## config.mk

```make
export PLATFORM = sky130hd
export DESIGN_NAME = vgt_timing_top
export DESIGN_NICKNAME = d
export VERILOG_FILES = /design/src/pkg/vgt_pkg.sv /design/src/verilog/vgt_timing_top.sv /design/src/verilog/vgt_pix_tick.sv
export SDC_FILE = /design/constraint.sdc
export NUM_CORES = 1
export LEC_CHECK = 0
export ABC_AREA = 1
export BUFFER_PORTS_ARGS = -buffer_cell sky130_fd_sc_hd__buf_2
export CAP_MARGIN = 10
export CORE_MARGIN = 4
export CORE_UTILIZATION = 45
export DETAILED_ROUTE_END_ITERATION = 8
export PLACE_DENSITY = 0.69
export SYNTH_ARGS = -nofsm -noshare
export SYNTH_HDL_FRONTEND = slang
export SYNTH_SLANG_ARGS = --single-unit
export TNS_END_PERCENT = 30
```

## constraint.sdc

```tcl
create_clock -name i_clk_sys -period 1.4 [get_ports i_clk_sys]
set_input_delay 0.21 -clock i_clk_sys [delete_from_list [all_inputs] [get_ports i_clk_sys]]
set_output_delay 0.21 -clock i_clk_sys [all_outputs]
set_load 0.05 [all_outputs]
```

## src/pkg/vgt_pkg.sv

```systemverilog
package vgt_pkg;
	// clock periods, picoseconds
	localparam int SYS_PERIOD_PS = 5000;
	localparam int PIX_PERIOD_PS = 40000;
	// system clocks per pixel clock
	localparam int PIX_DIV = PIX_PERIOD_PS / SYS_PERIOD_PS;
	localparam logic [2:0] PH_LAST = 3'(PIX_DIV - 1);
	// phases within a pixel period at which address and output registers load
	localparam logic [2:0] PH_ADDR = 3'h1;
	localparam logic [2:0] PH_SAMPLE = 3'h3;

	// horizontal timing, pixel clocks
	localparam logic [9:0] H_VIS = 10'h280;
	localparam logic [9:0] H_FP = 10'h010;
	localparam logic [9:0] H_PW = 10'h060;
	localparam logic [9:0] H_BP = 10'h030;
	localparam logic [9:0] H_SYNC_BEG = H_VIS + H_FP;
	localparam logic [9:0] H_SYNC_END = H_SYNC_BEG + H_PW;
	localparam logic [9:0] H_TOTAL = H_SYNC_END + H_BP;
	localparam logic [9:0] H_LAST = H_TOTAL - 10'h001;

	// vertical timing, lines
	localparam logic [9:0] V_VIS = 10'h1E0;
	localparam logic [9:0] V_FP = 10'h00A;
	localparam logic [9:0] V_PW = 10'h002;
	localparam logic [9:0] V_BP = 10'h01D;
	localparam logic [9:0] V_SYNC_BEG = V_VIS + V_FP;
	localparam logic [9:0] V_SYNC_END = V_SYNC_BEG + V_PW;
	localparam logic [9:0] V_TOTAL = V_SYNC_END + V_BP;
	localparam logic [9:0] V_LAST = V_TOTAL - 10'h001;

	// reset values
	localparam logic [9:0] CNT_RST = 10'h000;
	localparam logic [2:0] PH_RST = 3'h0;

	// system clocks in one hsync pulse and in one frame
	localparam int HS_CLKS = int'(H_PW) * PIX_DIV;
	localparam int FRAME_CLKS = int'(H_TOTAL) * int'(V_TOTAL) * PIX_DIV;
endpackage

```

## src/verilog/vgt_timing_top.sv

```systemverilog
// Functional notes
// - 25 MHz pixel rate, 640x480 at 60 Hz
// - 640 visible pixels, 480 visible lines
// - hsync 96 pixels, vsync 2 lines
// - front porch 16 pixels, 10 lines
// - back porch 48 pixels, 29 lines
// - syncs and video timed from pixel clock
// - vsync period sets the frame rate
// - no picture during blanking intervals
// - memory address steps with the scan
// - line count steps once per hsync
// - hsync/vsync both active low, fixed
// - color is 3, 3, 2 bits
`timescale 1ns/10ps
`default_nettype none
module vgt_timing_top (
	input wire logic i_clk_sys,
	input wire logic i_resetn,
	input wire logic [7:0] i_pix_data,
	output logic o_hsync_n,
	output logic o_vsync_n,
	output logic [2:0] o_red,
	output logic [2:0] o_grn,
	output logic [1:0] o_blu,
	output logic [9:0] o_mem_col,
	output logic [8:0] o_mem_row,
	output logic o_mem_rd
);
	logic tick;
	logic [2:0] phase;
	logic [9:0] h_q;
	logic [9:0] v_q;
	logic h_vis;
	logic v_vis;
	logic vis;
	logic h_sync;
	logic v_sync;
	logic line_end;

	vgt_pix_tick u_tick (
		.i_clk_sys(i_clk_sys),
		.i_resetn(i_resetn),
		.o_tick(tick),
		.o_phase(phase)
	);

	////////////////////////////////////////////////////////////////////////////////
	// raster counters

	assign line_end = tick && (h_q == vgt_pkg::H_LAST);

	always_ff @(posedge i_clk_sys)
	begin
		if (!i_resetn)
			h_q <= vgt_pkg::CNT_RST;
		else if (tick)
			h_q <= (h_q == vgt_pkg::H_LAST) ? vgt_pkg::CNT_RST : h_q + 10'h001;
	end

	// one line step per line, so per hsync pulse; both counters start at zero
	always_ff @(posedge i_clk_sys)
	begin
		if (!i_resetn)
			v_q <= vgt_pkg::CNT_RST;
		else if (line_end)
			v_q <= (v_q == vgt_pkg::V_LAST) ? vgt_pkg::CNT_RST : v_q + 10'h001;
	end

	assign h_vis = h_q < vgt_pkg::H_VIS;
	assign v_vis = v_q < vgt_pkg::V_VIS;
	assign vis = h_vis && v_vis;
	// sync begins after the front porch, back porch fills to the total
	assign h_sync = (h_q >= vgt_pkg::H_SYNC_BEG) && (h_q < vgt_pkg::H_SYNC_END);
	assign v_sync = (v_q >= vgt_pkg::V_SYNC_BEG) && (v_q < vgt_pkg::V_SYNC_END);

	////////////////////////////////////////////////////////////////////////////////
	// video memory address

	always_ff @(posedge i_clk_sys)
	begin
		if (!i_resetn)
		begin
			o_mem_col <= 10'h000;
			o_mem_row <= 9'h000;
		end
		else if (phase == vgt_pkg::PH_ADDR)
		begin
			o_mem_col <= h_q;
			o_mem_row <= v_q[8:0];
		end
	end

	always_ff @(posedge i_clk_sys)
	begin
		if (!i_resetn)
			o_mem_rd <= 1'b0;
		else
			o_mem_rd <= (phase == vgt_pkg::PH_ADDR) && vis;
	end

	////////////////////////////////////////////////////////////////////////////////
	// sync outputs, aligned with the color outputs

	always_ff @(posedge i_clk_sys)
	begin
		if (!i_resetn)
		begin
			o_hsync_n <= 1'b1;
			o_vsync_n <= 1'b1;
		end
		else if (phase == vgt_pkg::PH_SAMPLE)
		begin
			o_hsync_n <= !h_sync;
			o_vsync_n <= !v_sync;
		end
	end

	////////////////////////////////////////////////////////////////////////////////
	// color outputs: memory word taken two clocks after the read

	always_ff @(posedge i_clk_sys)
	begin
		if (!i_resetn)
		begin
			o_red <= 3'h0;
			o_grn <= 3'h0;
			o_blu <= 2'h0;
		end
		else if (phase == vgt_pkg::PH_SAMPLE)
		begin
			o_red <= vis ? i_pix_data[7:5] : 3'h0;
			o_grn <= vis ? i_pix_data[4:2] : 3'h0;
			o_blu <= vis ? i_pix_data[1:0] : 2'h0;
		end
	end

	////////////////////////////////////////////////////////////////////////////////
	// checks

	logic [9:0] hs_cnt_q;
	logic [21:0] fr_cnt_q;
	logic fr_seen_q;
	logic vs_prev_q;
	logic vs_fall;

	assign vs_fall = vs_prev_q && !o_vsync_n;

	always_ff @(posedge i_clk_sys)
	begin
		if (!i_resetn)
			hs_cnt_q <= 10'h000;
		else
			hs_cnt_q <= o_hsync_n ? 10'h000 : hs_cnt_q + 10'h001;
	end

	always_ff @(posedge i_clk_sys)
	begin
		if (!i_resetn)
		begin
			vs_prev_q <= 1'b1;
			fr_seen_q <= 1'b0;
			fr_cnt_q <= 22'h000000;
		end
		else
		begin
			vs_prev_q <= o_vsync_n;
			fr_seen_q <= fr_seen_q || vs_fall;
			fr_cnt_q <= vs_fall ? 22'h000001 : fr_cnt_q + 22'h000001;
		end
	end
endmodule
`default_nettype wire

```

## src/verilog/vgt_pix_tick.sv

```systemverilog
`timescale 1ns/10ps
`default_nettype none
module vgt_pix_tick (
	input wire logic i_clk_sys,
	input wire logic i_resetn,
	output logic o_tick,
	output logic [2:0] o_phase
);
	logic [2:0] phase_q;
	logic tick_q;

	// pixel clock as a phase count of the system clock
	always_ff @(posedge i_clk_sys)
	begin
		if (!i_resetn)
			phase_q <= vgt_pkg::PH_RST;
		else if (phase_q == vgt_pkg::PH_LAST)
			phase_q <= vgt_pkg::PH_RST;
		else
			phase_q <= phase_q + 3'h1;
	end

	// tick is high while phase is zero
	always_ff @(posedge i_clk_sys)
	begin
		if (!i_resetn)
			tick_q <= 1'b0;
		else
			tick_q <= (phase_q == vgt_pkg::PH_LAST);
	end

	assign o_tick = tick_q;
	assign o_phase = phase_q;
endmodule
`default_nettype wire

```

==> flow_results.org, run 1 <==
** Run status
- Run status :: completed

** Detailed routing
- In the detailed route, the total length drawn on met2 is between 2000 and 2500 um.
- After detailed routing, the wire length on met1 is 2420 um.
- DRC violations left :: 0
- Count of antenna-violating nets left after detailed routing :: 0
- The first detailed-routing pass took 4 iterations.
- In this run the top signal layer used is met4.
- After the first detailed-routing iteration, the DRC count stood at 83.
- Average routed wire per standard cell :: roughly 12 um
- Summed over all nets, wire length on met3 after detailed routing comes to 165 um.
- Drt via density :: 4.88
- Via count of the routed design :: 2148
- The routed design has between 5000 and 6000 um of wire.

** Logic synthesis
- Of all flip-flops after synthesis, the portion carrying an async set or reset was 0%.
- In the synthesized netlist the dominant register cell turns out to be sky130_fd_sc_hd__dfxtp_1.
- Of all cell types, the one taking the most synthesized area is sky130_fd_sc_hd__dfxtp_1.
- Yosys mapped a number of flops with a built-in enable equal to 0.
- Post-synthesis cell count :: 313
- The number of different library cells used by synthesis comes to 26.
- The number of nets in the synthesized netlist is approximately 330.
- In this run the cell area of the synthesized design comes to 2360 um^2.
- By area the synthesized netlist is led by sky130_fd_sc_hd__dfxtp_1, sky130_fd_sc_hd__nand2_1, sky130_fd_sc_hd__o21ai_0.
- Mean post-synth cell area :: between 7 and 8 um^2
- After synthesis, the largest area contributor takes up 45.9% of total cell area.
- Sequential elements use 45.9% of the synthesized area.
- Yosys printed 0 warnings.
- In this run, synthesis produced a sequential element count of 54.

** Cells and area
- Relative to the synthesized area, the layout overhead comes to 21.9%.
- Area of the multi-input gates :: 1150 um^2
- Filler instances :: 487
- Registers take 1080 um^2.
- The library cell used most frequently in the layout, excluding fill and tap cells, is sky130_fd_sc_hd__dfxtp_1.
- Number of inserted diodes :: 0
- For this run, the share of the core covered by cells in the final layout is 56.2%.
- Most used cells in the layout excluding fill and tap cells :: sky130_fd_sc_hd__dfxtp_1, sky130_fd_sc_hd__nand2_1, sky130_fd_sc_hd__buf_2, sky130_fd_sc_hd__nor2_1, sky130_fd_sc_hd__o21ai_0
- Ratio of cells with drive above 1 in the final layout :: 24.6%
- The net count of the finished layout is 387.
- Final std cells w/o fill :: 440

** Worst setup path
- The worst setup path is captured at a flip-flop.
- The worst register-to-register path ends at v_q[4]$_SDFFE_PN0P_.
- Worst Path Class, Setup :: reg -> reg
- Kind of launch point of the worst setup path :: flip-flop
- The worst register-to-register path begins at v_q[1]$_SDFFE_PN0P_.
- Measured in cells, the most critical reg-to-reg path has a length of 6.
- Of all nets on the critical path, the largest fanout is 5.
- Data required time of the critical path :: 1600 ps
- STA puts the critical path data arrival time at 1520 ps.
- FF-to-FF setup slack :: 80 ps

** Placement
- Port Buffers :: 39
- Once detailed placement completed, the half-perimeter wirelength came to around 3800 um.
- Final RePlAce weighted congestion :: 0.810
- Counting tap cells, the placed design contains a total of 429 instances.

** Global route
- Via count of the first global-routing pass :: ~2000
- Entering global routing, the biggest net connects 36 pins.
- Global routing used 17.3% of the available tracks.
- The number of antenna violations at the first check in global routing was 0.
- First-pass GRT wire length :: approximately 9000 um
- Summed over all layers, the global routing overflow is 0.

** Timing
- Number of pins with negative max-slew slack in the final report :: 0
- The clock period could shrink to roughly 1300 ps.
- For this run, the top clock speed supported by timing is 760 MHz.
- Relative max-transition margin :: a little over 70%
- Setup-violating endpoint count in the final report :: 0
- For the final database, setup skew stands at 8.80 ps.
- Tcrit/Tclk final :: approximately 94%
- Slew at the pin closest to its max-slew limit :: about 420 ps
- The tightest hold path in the finished design has a slack of between 150 and 200 ps.
- Final-report hold violation count :: 0

** Worst hold path
- Launch point of the worst hold path :: i_pix_data[3]
- The min-delay analysis places its worst path in the category in -> reg.
- The worst hold path terminates at o_grn[1]$_SDFFE_PN0N_.
- Counting instances, the worst hold path has a depth of 3.

** Floorplanning
- Die outline area :: 6460 um^2
- The die is 80.4 um wide.
- Floorplan row count :: 26
- The initial utilization of the core area, before any placement, comes to 46.2%.
- The core region is between 5000 and 6000 um^2.
- Vertical die dimension :: 80.4 um
- I/O pins :: 40

** Clock network
- For this design, the CTS-stage hold fixing added 0 buffers.
- The clock reaches the later pin of the worst-skew pair after 300 ps.
- Number of buffers created by CTS :: 5
- Root buffer cell :: sky130_fd_sc_hd__clkbuf_8
- TritonCTS built the clock tree.
- Counting every sink on the clock net gives 54.
- Buffer levels on the longest clock path :: 2
- Clock-pin slew was measured on the worst setup and hold paths at 100 ps.
- The H-tree generated during clock tree synthesis spans 2 levels.

** Pwr
- VDD sags by at most between 0.5 and 0.6 mV.
- Total power :: 3.00 mW
- Total power per unit cell area :: 1040 nW/um^2
- For this design the static power due to leakage is 1.26 nW.

** Run
- Across the run, the number of max-cap violations was 0.
## final cells by class
class	count	area share, %
multi-input cells	219	40.1
repair buffers	57	11.9
well taps	70	3.05
inverters	32	4.18
clock buffers	6	2.53
clock inverters	2	0.479
flip-flops and latches	54	37.7
## synth_stat cells, types with 2 or more instances
library cell and number:
sky130_fd_sc_hd__inv_2 2, sky130_fd_sc_hd__clkbuf_1 6, sky130_fd_sc_hd__o21ai_0 32, sky130_fd_sc_hd__dfxtp_1 54, sky130_fd_sc_hd__nor2_1 40, sky130_fd_sc_hd__buf_2 3
sky130_fd_sc_hd__nand2_1 53, sky130_fd_sc_hd__a21oi_1 29, sky130_fd_sc_hd__nand2_2 3, sky130_fd_sc_hd__nand3_2 5, sky130_fd_sc_hd__inv_1 29, sky130_fd_sc_hd__ha_1 8
sky130_fd_sc_hd__nand4_1 6, sky130_fd_sc_hd__nor2_4 2, sky130_fd_sc_hd__or2_2 2, sky130_fd_sc_hd__nand3_1 23, sky130_fd_sc_hd__nor3_1 7
## metal layers
metal	track usage, %	up-vias
met5	0	-
met3	3.81	7
met2	28.8	26
met4	3.89	0
met1	22.7	976
li1	-	1139
## critical path, cell delays in order (launching register included)
cell	delay (ps)
sky130_fd_sc_hd__dfxtp_1	360
sky130_fd_sc_hd__ha_1	220
sky130_fd_sc_hd__nand3_1	140
sky130_fd_sc_hd__inv_1	90
sky130_fd_sc_hd__or2_2	280
sky130_fd_sc_hd__nand3_2	70
sky130_fd_sc_hd__a21oi_1	50
## power breakdown
group	total (mW)	switching (mW)	internal [mW]
Combinational	0.514	0.384	0.131
Clock	0.840	0.486	0.354
Sequential	1.64	0.0330	1.61
## kinds of logic (layout without fill, tap and decap cells)
logic type / count (synthesis) / count (layout) / synth area share, %
DFF: 54 / 54 / 45.9
xor gates and xnor gates: 1 / 1 / 0.372
adders and majority gates: 8 / 8 / 4.25
buffers and inverters: 41 / 97 / 6.69
AOI/OAI and AO/OA: 64 / 64 / 13.7
and+or+nand+nor: 145 / 146 / 29.1
## registers in the layout (all words and copies together) (netlist names)
register / cells
h_q: 10
o_blu: 2
o_grn: 3
o_hsync_n: 1
o_mem_col: 10
o_mem_rd: 1
o_mem_row: 9
o_red: 3
o_vsync_n: 1
u_tick.o_phase: 3
u_tick.o_tick: 1
v_q: 10
## what timing repair did
item                                    4_1_cts  5_1_grt
gates resized for setup                       0       10
buffers inserted                              0        2
hold endpoints to repair                      0        0
endpoints found under the setup margin        0       17
## worst max-delay path by stage
| stage | from | endpoint | slack (ps) | cells after the start |
|---|---|---|---|---|
| floorplan | h_q[0]$_SDFFE_PN0P_ | v_q[1]$_SDFFE_PN0P_ | 100 | 8 |
| global placement | h_q[1]$_SDFFE_PN0P_ | v_q[9]$_SDFFE_PN0P_ | 60 | 8 |
| detailed placement | h_q[1]$_SDFFE_PN0P_ | v_q[9]$_SDFFE_PN0P_ | 20 | 8 |
| CTS | h_q[1]$_SDFFE_PN0P_ | v_q[9]$_SDFFE_PN0P_ | 2 | 8 |
| global route | h_q[1]$_SDFFE_PN0P_ | v_q[0]$_SDFFE_PN0P_ | -2 | 7 |
| finish | v_q[1]$_SDFFE_PN0P_ | v_q[4]$_SDFFE_PN0P_ | 80 | 6 |
## stage by stage
step | setup WS, ps | setup TNS [ps] | instance area (um^2)
6_report | 84.9 | 0 | 2870
5_1_grt | -2.22 | -2.22 | 2870
4_1_cts | 2.42 | 0 | 2820
3_5_place_dp | 23.1 | 0 | 2740
3_3_place_gp | 58.1 | 0 | 2740
2_1_floorplan | 101 | 0 | 2360
(Power assumes the default switching activity.)
==> run 2: changes to the inputs <==
--- a/config.mk
+++ b/config.mk
@@ -8,10 +8,12 @@
 export ABC_AREA = 1
 export BUFFER_PORTS_ARGS = -buffer_cell sky130_fd_sc_hd__buf_2
 export CAP_MARGIN = 10
+export CELL_PAD_IN_SITES_DETAIL_PLACEMENT = 1
+export CELL_PAD_IN_SITES_GLOBAL_PLACEMENT = 1
 export CORE_MARGIN = 4
-export CORE_UTILIZATION = 45
+export CORE_UTILIZATION = 36
 export DETAILED_ROUTE_END_ITERATION = 8
-export PLACE_DENSITY = 0.69
+export PLACE_DENSITY_LB_ADDON = 0.1
 export SYNTH_ARGS = -nofsm -noshare
 export SYNTH_HDL_FRONTEND = slang
 export SYNTH_SLANG_ARGS = --single-unit
==> flow_results.org, run 2 (same netlist as run 1, synthesis figures left out) <==
** Run status
- The run finished with clean final reports.

** Cells and area
- Sequential cell area :: 1090 um^2
- Leading cell type in the layout, fill and taps excluded :: sky130_fd_sc_hd__nand2_1
- The top cell types in the final layout, fill and taps aside, are sky130_fd_sc_hd__nand2_1, sky130_fd_sc_hd__dfxtp_1, sky130_fd_sc_hd__nor2_1, sky130_fd_sc_hd__buf_2, sky130_fd_sc_hd__o21ai_0.
- Synth-to-layout area growth :: 24.2%
- Number of inserted diodes :: 0
- Largest registers ranked by flip-flop count :: h_q x10, o_mem_col x10, v_q x10
- Ratio of cells with drive above 1 in the final layout :: 26.5%
- Counting the fill cells in the layout gives 819.
- Area of the multi-input gates :: roughly 1200 um^2
- At the end of the flow, the number of nets in the layout was ~390.
- Area of all placed cells without fillers :: 2930 um^2

** Floorplanning
- The floorplan has 29 rows.
- Vertical die dimension :: between 80 and 90 um
- Die outline area :: slightly below 8000 um^2
- Total core area :: 6350 um^2
- In this run the horizontal extent of the chip is between 80 and 90 um.
- I/O pins :: 40
- For this configuration, the core starts out at a cell density of between 30% and 40%.

** Worst setup path
- The largest single stage delay on the critical path is 340 ps.
- Tracing the worst setup path back leads to its startpoint at u_tick.o_phase[0]$_SDFF_PP0_.
- Measured in cells, the most critical reg-to-reg path has a length of 5.
- Critical path arrival :: about 1500 ps
- In this run the worst path has a maximum fanout of 13.
- In this design, the critical path's most frequently occurring cell is sky130_fd_sc_hd__ha_1.
- The signal on the critical path passes through ha_1 > ha_1 > buf_12 > o21ai_0 > a21oi_1.
- Worst setup EP type :: flip-flop
- Slowest library cell on the worst path :: sky130_fd_sc_hd__dfxtp_1
- The worst setup path is of the reg -> reg kind.
- Kind of launch point of the worst setup path :: flip-flop
- The startpoint identified for the worst register-to-register timing path is u_tick.o_phase[0]$_SDFF_PP0_.
- Data required time of the critical path :: between 1500 and 2000 ps

** Placement
- Final HPWL DP :: 4660 um
- The placed instances occupy a cell area of 2760 um^2.
- Final RePlAce weighted congestion :: ~0.79
- The count of buffers added on input and output ports is 39.

** Worst hold path
- Worst hold stages :: 3
- Worst hold path class :: in -> reg
- The worst hold path begins at i_pix_data[4].

** Clock network
- TritonCTS sink count :: between 50 and 60
- Number of buffers created by CTS :: 5
- Clock-pin slew was measured on the worst setup and hold paths at 100 ps.
- Clock tree from TritonCTS :: done
- The clock passes through at most 2 buffers.
- H-tree levels :: 2
- The number of hold buffers added after CTS was 0.
- Root buffer cell :: sky130_fd_sc_hd__clkbuf_8
- Clock latency on the worst-skew pair, taken at its later pin, is 310 ps.

** Timing
- Setup violations remaining at the end of the flow were counted as 0.
- Number of pins with negative max-slew slack in the final report :: 0
- At the pin with the least slew margin, the transition time is 337 ps.
- Final-report hold violation count :: 0
- Relative max-transition margin :: 77.6%
- The worst path in the final design needs a cycle of 1330 ps, including I/O delays and setup.
- Based on the critical path, the design can be clocked at up to 754 MHz.
- Max Clock Skew :: 12.7 ps
- Final hold analysis gives a worst-case slack of 153 ps.
- Tcrit/Tclk final :: 94.8%

** Global route
- Gr usage total :: 16.9%
- Entering global routing, the biggest net connects 36 pins.
- For this run the aggregate overflow at the end of global routing stands at 0.
- Number of antenna violations at the first check in global routing :: 0
- The via count of the first global-routing pass was between 2000 and 2500.
- The first global-routing pass estimated 10400 um of wire.

** Detailed routing
- After detailed routing, the number of vias per cell comes to 4.90.
- In the routed design, unresolved DRC markers number 0.
- Detailed-routing iteration count for the pre-antenna-repair pass :: 4
- Count of antenna-violating nets left after detailed routing :: 0
- After detailed routing, the average wire length per cell comes to about 14 um.
- Starting DRT DRC Count :: 82
- For this block, the routed nets add up to 6240 um of wire.
- Summing over every cut layer, the via total after detailed routing is 2190.

** Pwr
- Static Leakage :: about 1.3 nW
- Worst voltage drop across the vdd grid :: about 0.48 mV
- Total power per unit cell area :: 1050 nW/um^2

** Run
- Number of maximum-capacitance constraint violations :: 0
-- run 2: changes by cell type in the layout (fill, tap and decap cells not counted), moves of 2 or more --
cell,change
sky130_fd_sc_hd__buf_4,-2
sky130_fd_sc_hd__dfxtp_2,+6
sky130_fd_sc_hd__buf_12,+2
sky130_fd_sc_hd__dfxtp_1,-6
-- run 2: area by class of cell --
cell class                 instances  share of cell area (%)
multi-input combinational        219                    39.8
sequential                        54                    37.3
timing repair buffer              57                    12.6
inverter                          32                    4.10
tap                               77                    3.29
clock buffer                       5                    2.35
clock inverter                     3                   0.641
-- run 2: worst paths after layout --
path,to,slack [ps]
worst max-delay path,o_grn[1]$_SDFFE_PN0N_,70
worst min-delay path,o_grn[2]$_SDFFE_PN0N_,150
worst max register to register,o_grn[1]$_SDFFE_PN0N_,70
worst min register to register,u_tick.o_phase[0]$_SDFF_PP0_,460
-- run 2: power by group --
group	switching, mW	internal [mW]
Combinational	0.400	0.138
Sequential	0.0332	1.61
Clock	0.525	0.354
Total	0.958	2.10
-- run 2: repair_timing --
item / in CTS / in global routing
setup buffers: 1 / 0
pin swaps: 2 / 3
resized for setup: 1 / 16
setup endpoints to repair: 3 / 17
gates cloned: 1 / 0
-- run 2: worst max-delay path: cells and delay by family, from the launching register on --
family          cells  cell delay (ps)
fa+ha+maj           2              460
flops               1              340
buf+inv             1              160
compound gates      2              250
-- run 2: routing by layer --
metal / GRT usage, % / wire length [um] / up-vias
li1: - / - / 1136
met1: 22.8 / 2980 / 1034
met2: 28.1 / 3100 / 13
met3: 2.76 / 93 / 7
met4: 4.53 / 64 / 0
met5: 0 / 0 / -
-- run 2: through the flow --
step / total power [mW] / utilization, % / TNS, ps / worst slack, ps / cells
after floorplan: 2.06 / - / 0 / 101 / 313
after global placement: 2.21 / 43.5 / 0 / 43.5 / 437
after detailed placement: 2.22 / 43.5 / -18.1 / -18.1 / 437
after CTS: 3.12 / 45.5 / 0 / 2.43 / 447
after global routing: 3.22 / 46.1 / -41.7 / -29.2 / 447
final: 3.06 / 46.1 / 0 / 72.9 / 447
==> run 3: changes to the inputs <==
--- a/config.mk
+++ b/config.mk
@@ -11,7 +11,7 @@
 export CELL_PAD_IN_SITES_DETAIL_PLACEMENT = 1
 export CELL_PAD_IN_SITES_GLOBAL_PLACEMENT = 1
 export CORE_MARGIN = 4
-export CORE_UTILIZATION = 36
+export CORE_UTILIZATION = 40
 export DETAILED_ROUTE_END_ITERATION = 8
 export PLACE_DENSITY_LB_ADDON = 0.1
 export SYNTH_ARGS = -nofsm -noshare
==> constraint.sdc (replaced) <==
create_clock -name i_clk_sys -period 1.3 [get_ports i_clk_sys]
set_input_delay 0.195 -clock i_clk_sys [delete_from_list [all_inputs] [get_ports i_clk_sys]]
set_output_delay 0.195 -clock i_clk_sys [all_outputs]
set_load 0.05 [all_outputs]
==> flow_results.org, run 3 (same netlist as run 1, synthesis figures left out) <==
** Timing
- Relative max-transition margin :: 79.5%
- Unrepaired setup endpoints after global routing :: true
- Tcrit/Tclk final :: 103%
- Slew at the pin closest to its max-slew limit :: 308 ps
- In the final timing run, aggregate negative setup slack is -131 ps.
- Time the worst path needs with I/O delays and setup :: 1340 ps
- Highest achievable clock rate :: 744 MHz
- Number of pins with negative max-slew slack in the final report :: 0
- Across all setup checks in the final design, the least slack found is -44.1 ps.
- Max Clock Skew :: 13.6 ps
- Final-report hold violation count :: 0
- Setup-violating endpoint count in the final report :: 5

** Global route
- First-pass GRT wire length :: about 12000 um
- Final global-route overflow total :: 0
- Pin count of the biggest net entering global routing :: 23
- Number of antenna violations at the first check in global routing :: 0
- Global routing consumed, over all layers together, 20.0% of the routing resources.
- The via count of the first global-routing pass was between 2000 and 2500.

** Cells and area
- Filler instances :: 713
- In the final layout, the share of cells above drive strength 1 is 33.6%.
- In the final layout, the multi-input gates occupy approximately 1200 um^2.
- After the last flow step, the layout net total stands at 401.
- Final std cells w/o fill :: 456
- Sequential cell area :: around 1100 um^2
- Largest registers ranked by flip-flop count :: h_q x10, o_mem_col x10, v_q x10
- Relative to the synthesized area, the layout overhead comes to 34.6%.
- Leaving out fill and tap cells, the most frequent cell in the layout is sky130_fd_sc_hd__nand2_1.
- Leaving out fill and tap cells, the most frequent cells in the layout are sky130_fd_sc_hd__nand2_1, sky130_fd_sc_hd__dfxtp_1, sky130_fd_sc_hd__buf_2, sky130_fd_sc_hd__nor2_1, sky130_fd_sc_hd__buf_4.
- Number of inserted diodes :: 0
- After routing the design area is roughly 3200 um^2.

** Pwr
- Static Leakage :: 1.39 nW
- Worst voltage drop across the vdd grid :: approximately 0.77 mV
- Total power per unit cell area :: 1180 nW/um^2

** Placement
- Final HPWL DP :: slightly below 5000 um
- Once placement finished, the instance area stood at 2880 um^2.
- In this run, placement finished with an instance count of 445.
- Routability-driven placement finished with a final weighted congestion of 0.881.
- Before CTS, the worst setup slack after placement is -62.2 ps.
- Buffers placed on the I/O ports in this run total 39.

** Clock network
- The clock reaches the later pin of the worst-skew pair after 320 ps.
- Clock slew seen by the registers of the worst setup and hold paths :: 110 ps
- H-tree levels :: 2
- TritonCTS sink count :: 54
- Root buffer cell :: sky130_fd_sc_hd__clkbuf_8
- Clock tree from TritonCTS :: done
- No sink is reached through more buffers than the 2 on the longest clock path.
- The number of clock buffers added by TritonCTS is 5.

** Worst setup path
- Cell-by-cell trace of the critical path :: ha_4 > nand2_4 > nor2_4 > nand2_4 > nor2_4 > nand3_2 > a21oi_2
- The worst setup path is captured at a flip-flop.
- Critical Path Source :: h_q[0]$_SDFFE_PN0P_
- Following the worst setup path forward leads to its endpoint at v_q[4]$_SDFFE_PN0P_.
- On the critical path, the stage with the largest delay is an instance of sky130_fd_sc_hd__dfxtp_2.
- STA puts the critical path data arrival time at 1610 ps.
- FF-to-FF setup slack :: -40 ps
- The startpoint identified for the worst register-to-register timing path is h_q[0]$_SDFFE_PN0P_.
- The worst register-to-register path ends at v_q[4]$_SDFFE_PN0P_.
- Measured in cells, the most critical reg-to-reg path has a length of 7.
- Data on the critical path is required at its endpoint by 1560 ps.
- Worst Path Class, Setup :: reg -> reg
- Crit-path max FO :: 5
- Delay of the slowest cell on the worst path :: ~370 ps
- Kind of launch point of the worst setup path :: flip-flop

** Floorplanning
- I/O pins :: 40
- Floorplan row count :: 27
- Floorplan die width :: 84.8 um
- The die is 84.8 um tall.
- Die outline area :: 7190 um^2
- The initial utilization of the core area, before any placement, comes to 42.0%.
- After floorplanning, the core was sized to cover 5610 um^2.

** Run status
- Failing checks :: negative setup slack
- The flow ran to the end, but the final reports show violations.

** Detailed routing
- Average routed wire per standard cell :: roughly 15 um
- Across all layers, the routed design uses 2324 vias.
- Before antenna repair, the detailed router went through 4 iterations.
- For this block, the initial DRC count from the detailed router was 94.
- Summed over all layers, the routed wires come to just under 7000 um.
- Drt via density :: between 5 and 6
- Once detail routing completed, the nets flagged for antenna violations numbered 0.
- For this run, design rule violations remaining after detail routing come to 0.

** Run
- The tool flagged a number of max-cap violations equal to 0.

** Worst hold path
- Worst hold path class :: in -> reg
run 3: cell types whose count changed in the layout (fill, tap and decap cells not counted), moves of 4 or more:
cell                      before  now
sky130_fd_sc_hd__o21ai_0      32   25
sky130_fd_sc_hd__buf_4        15   27
sky130_fd_sc_hd__a21oi_2       1    5
sky130_fd_sc_hd__a21oi_1      28   24
sky130_fd_sc_hd__o21ai_1       1    8
run 3: worst max-delay path, delay by kind of cell, from the launching register on:
family	cells	cell delay, ps
DFF	1	370
and+or+nand+nor	5	650
AOI/OAI and AO/OA	1	120
adders and majority gates	1	160
run 3: how the worst min path moves through the flow:
stage               slack [ps]  cells after the start                         start                      endpoint
floorplan                  350                      2                 i_pix_data[0]         o_blu[0]$_SDFFE_PN0N_
global placement           430                      1  u_tick.o_phase[0]$_SDFF_PP0_  u_tick.o_phase[0]$_SDFF_PP0_
detailed placement         460                      1  u_tick.o_phase[0]$_SDFF_PP0_  u_tick.o_phase[0]$_SDFF_PP0_
CTS                        120                      3                 i_pix_data[6]         o_red[1]$_SDFFE_PN0N_
global route               140                      3                 i_pix_data[0]         o_blu[0]$_SDFFE_PN0N_
finish                     130                      3                 i_pix_data[6]         o_red[1]$_SDFFE_PN0N_
run 3: where the power goes:
part / total, mW / internal (mW) / switching [mW] / leakage, nW
sequential: 1.77 / 1.74 / 0.0371 / 0.443
clock: 1.36 / 0.772 / 0.590 / 0.0683
combinational: 0.616 / 0.170 / 0.446 / 0.878
run 3: layout make-up:
type	instances	share of cell area, %
multi-input combinational	219	39.3
clock buffer	5	2.17
tap	72	2.84
sequential	54	34.3
timing repair buffer	71	15.4
clock inverter	3	2.17
inverter	32	3.79
run 3: what timing repair did:
item / 4_1_cts / 5_1_grt
resized for setup: 13 / 33
endpoints found under the setup margin: 15 / 46
pin swaps: 5 / 12
gates cloned: 1 / 0
hold buffers: 0 / 0
buffers inserted: 0 / 2
run 3: layer usage:
layer	track usage, %	routed length, um
met1	23.8	3030
met2	35.2	3550
met3	4.42	176
met4	6.91	183
met5	0	0
run 3: metrics by stage:
stage          hold WS [ps]  power (mW)  util, %
5_1_grt                 136        3.92     56.6
4_1_cts                 124        3.77     54.6
2_1_floorplan           353        2.21        -
3_5_place_dp            456        2.41     51.4
3_3_place_gp            431        2.40     51.4
6_report                127        3.75     56.6
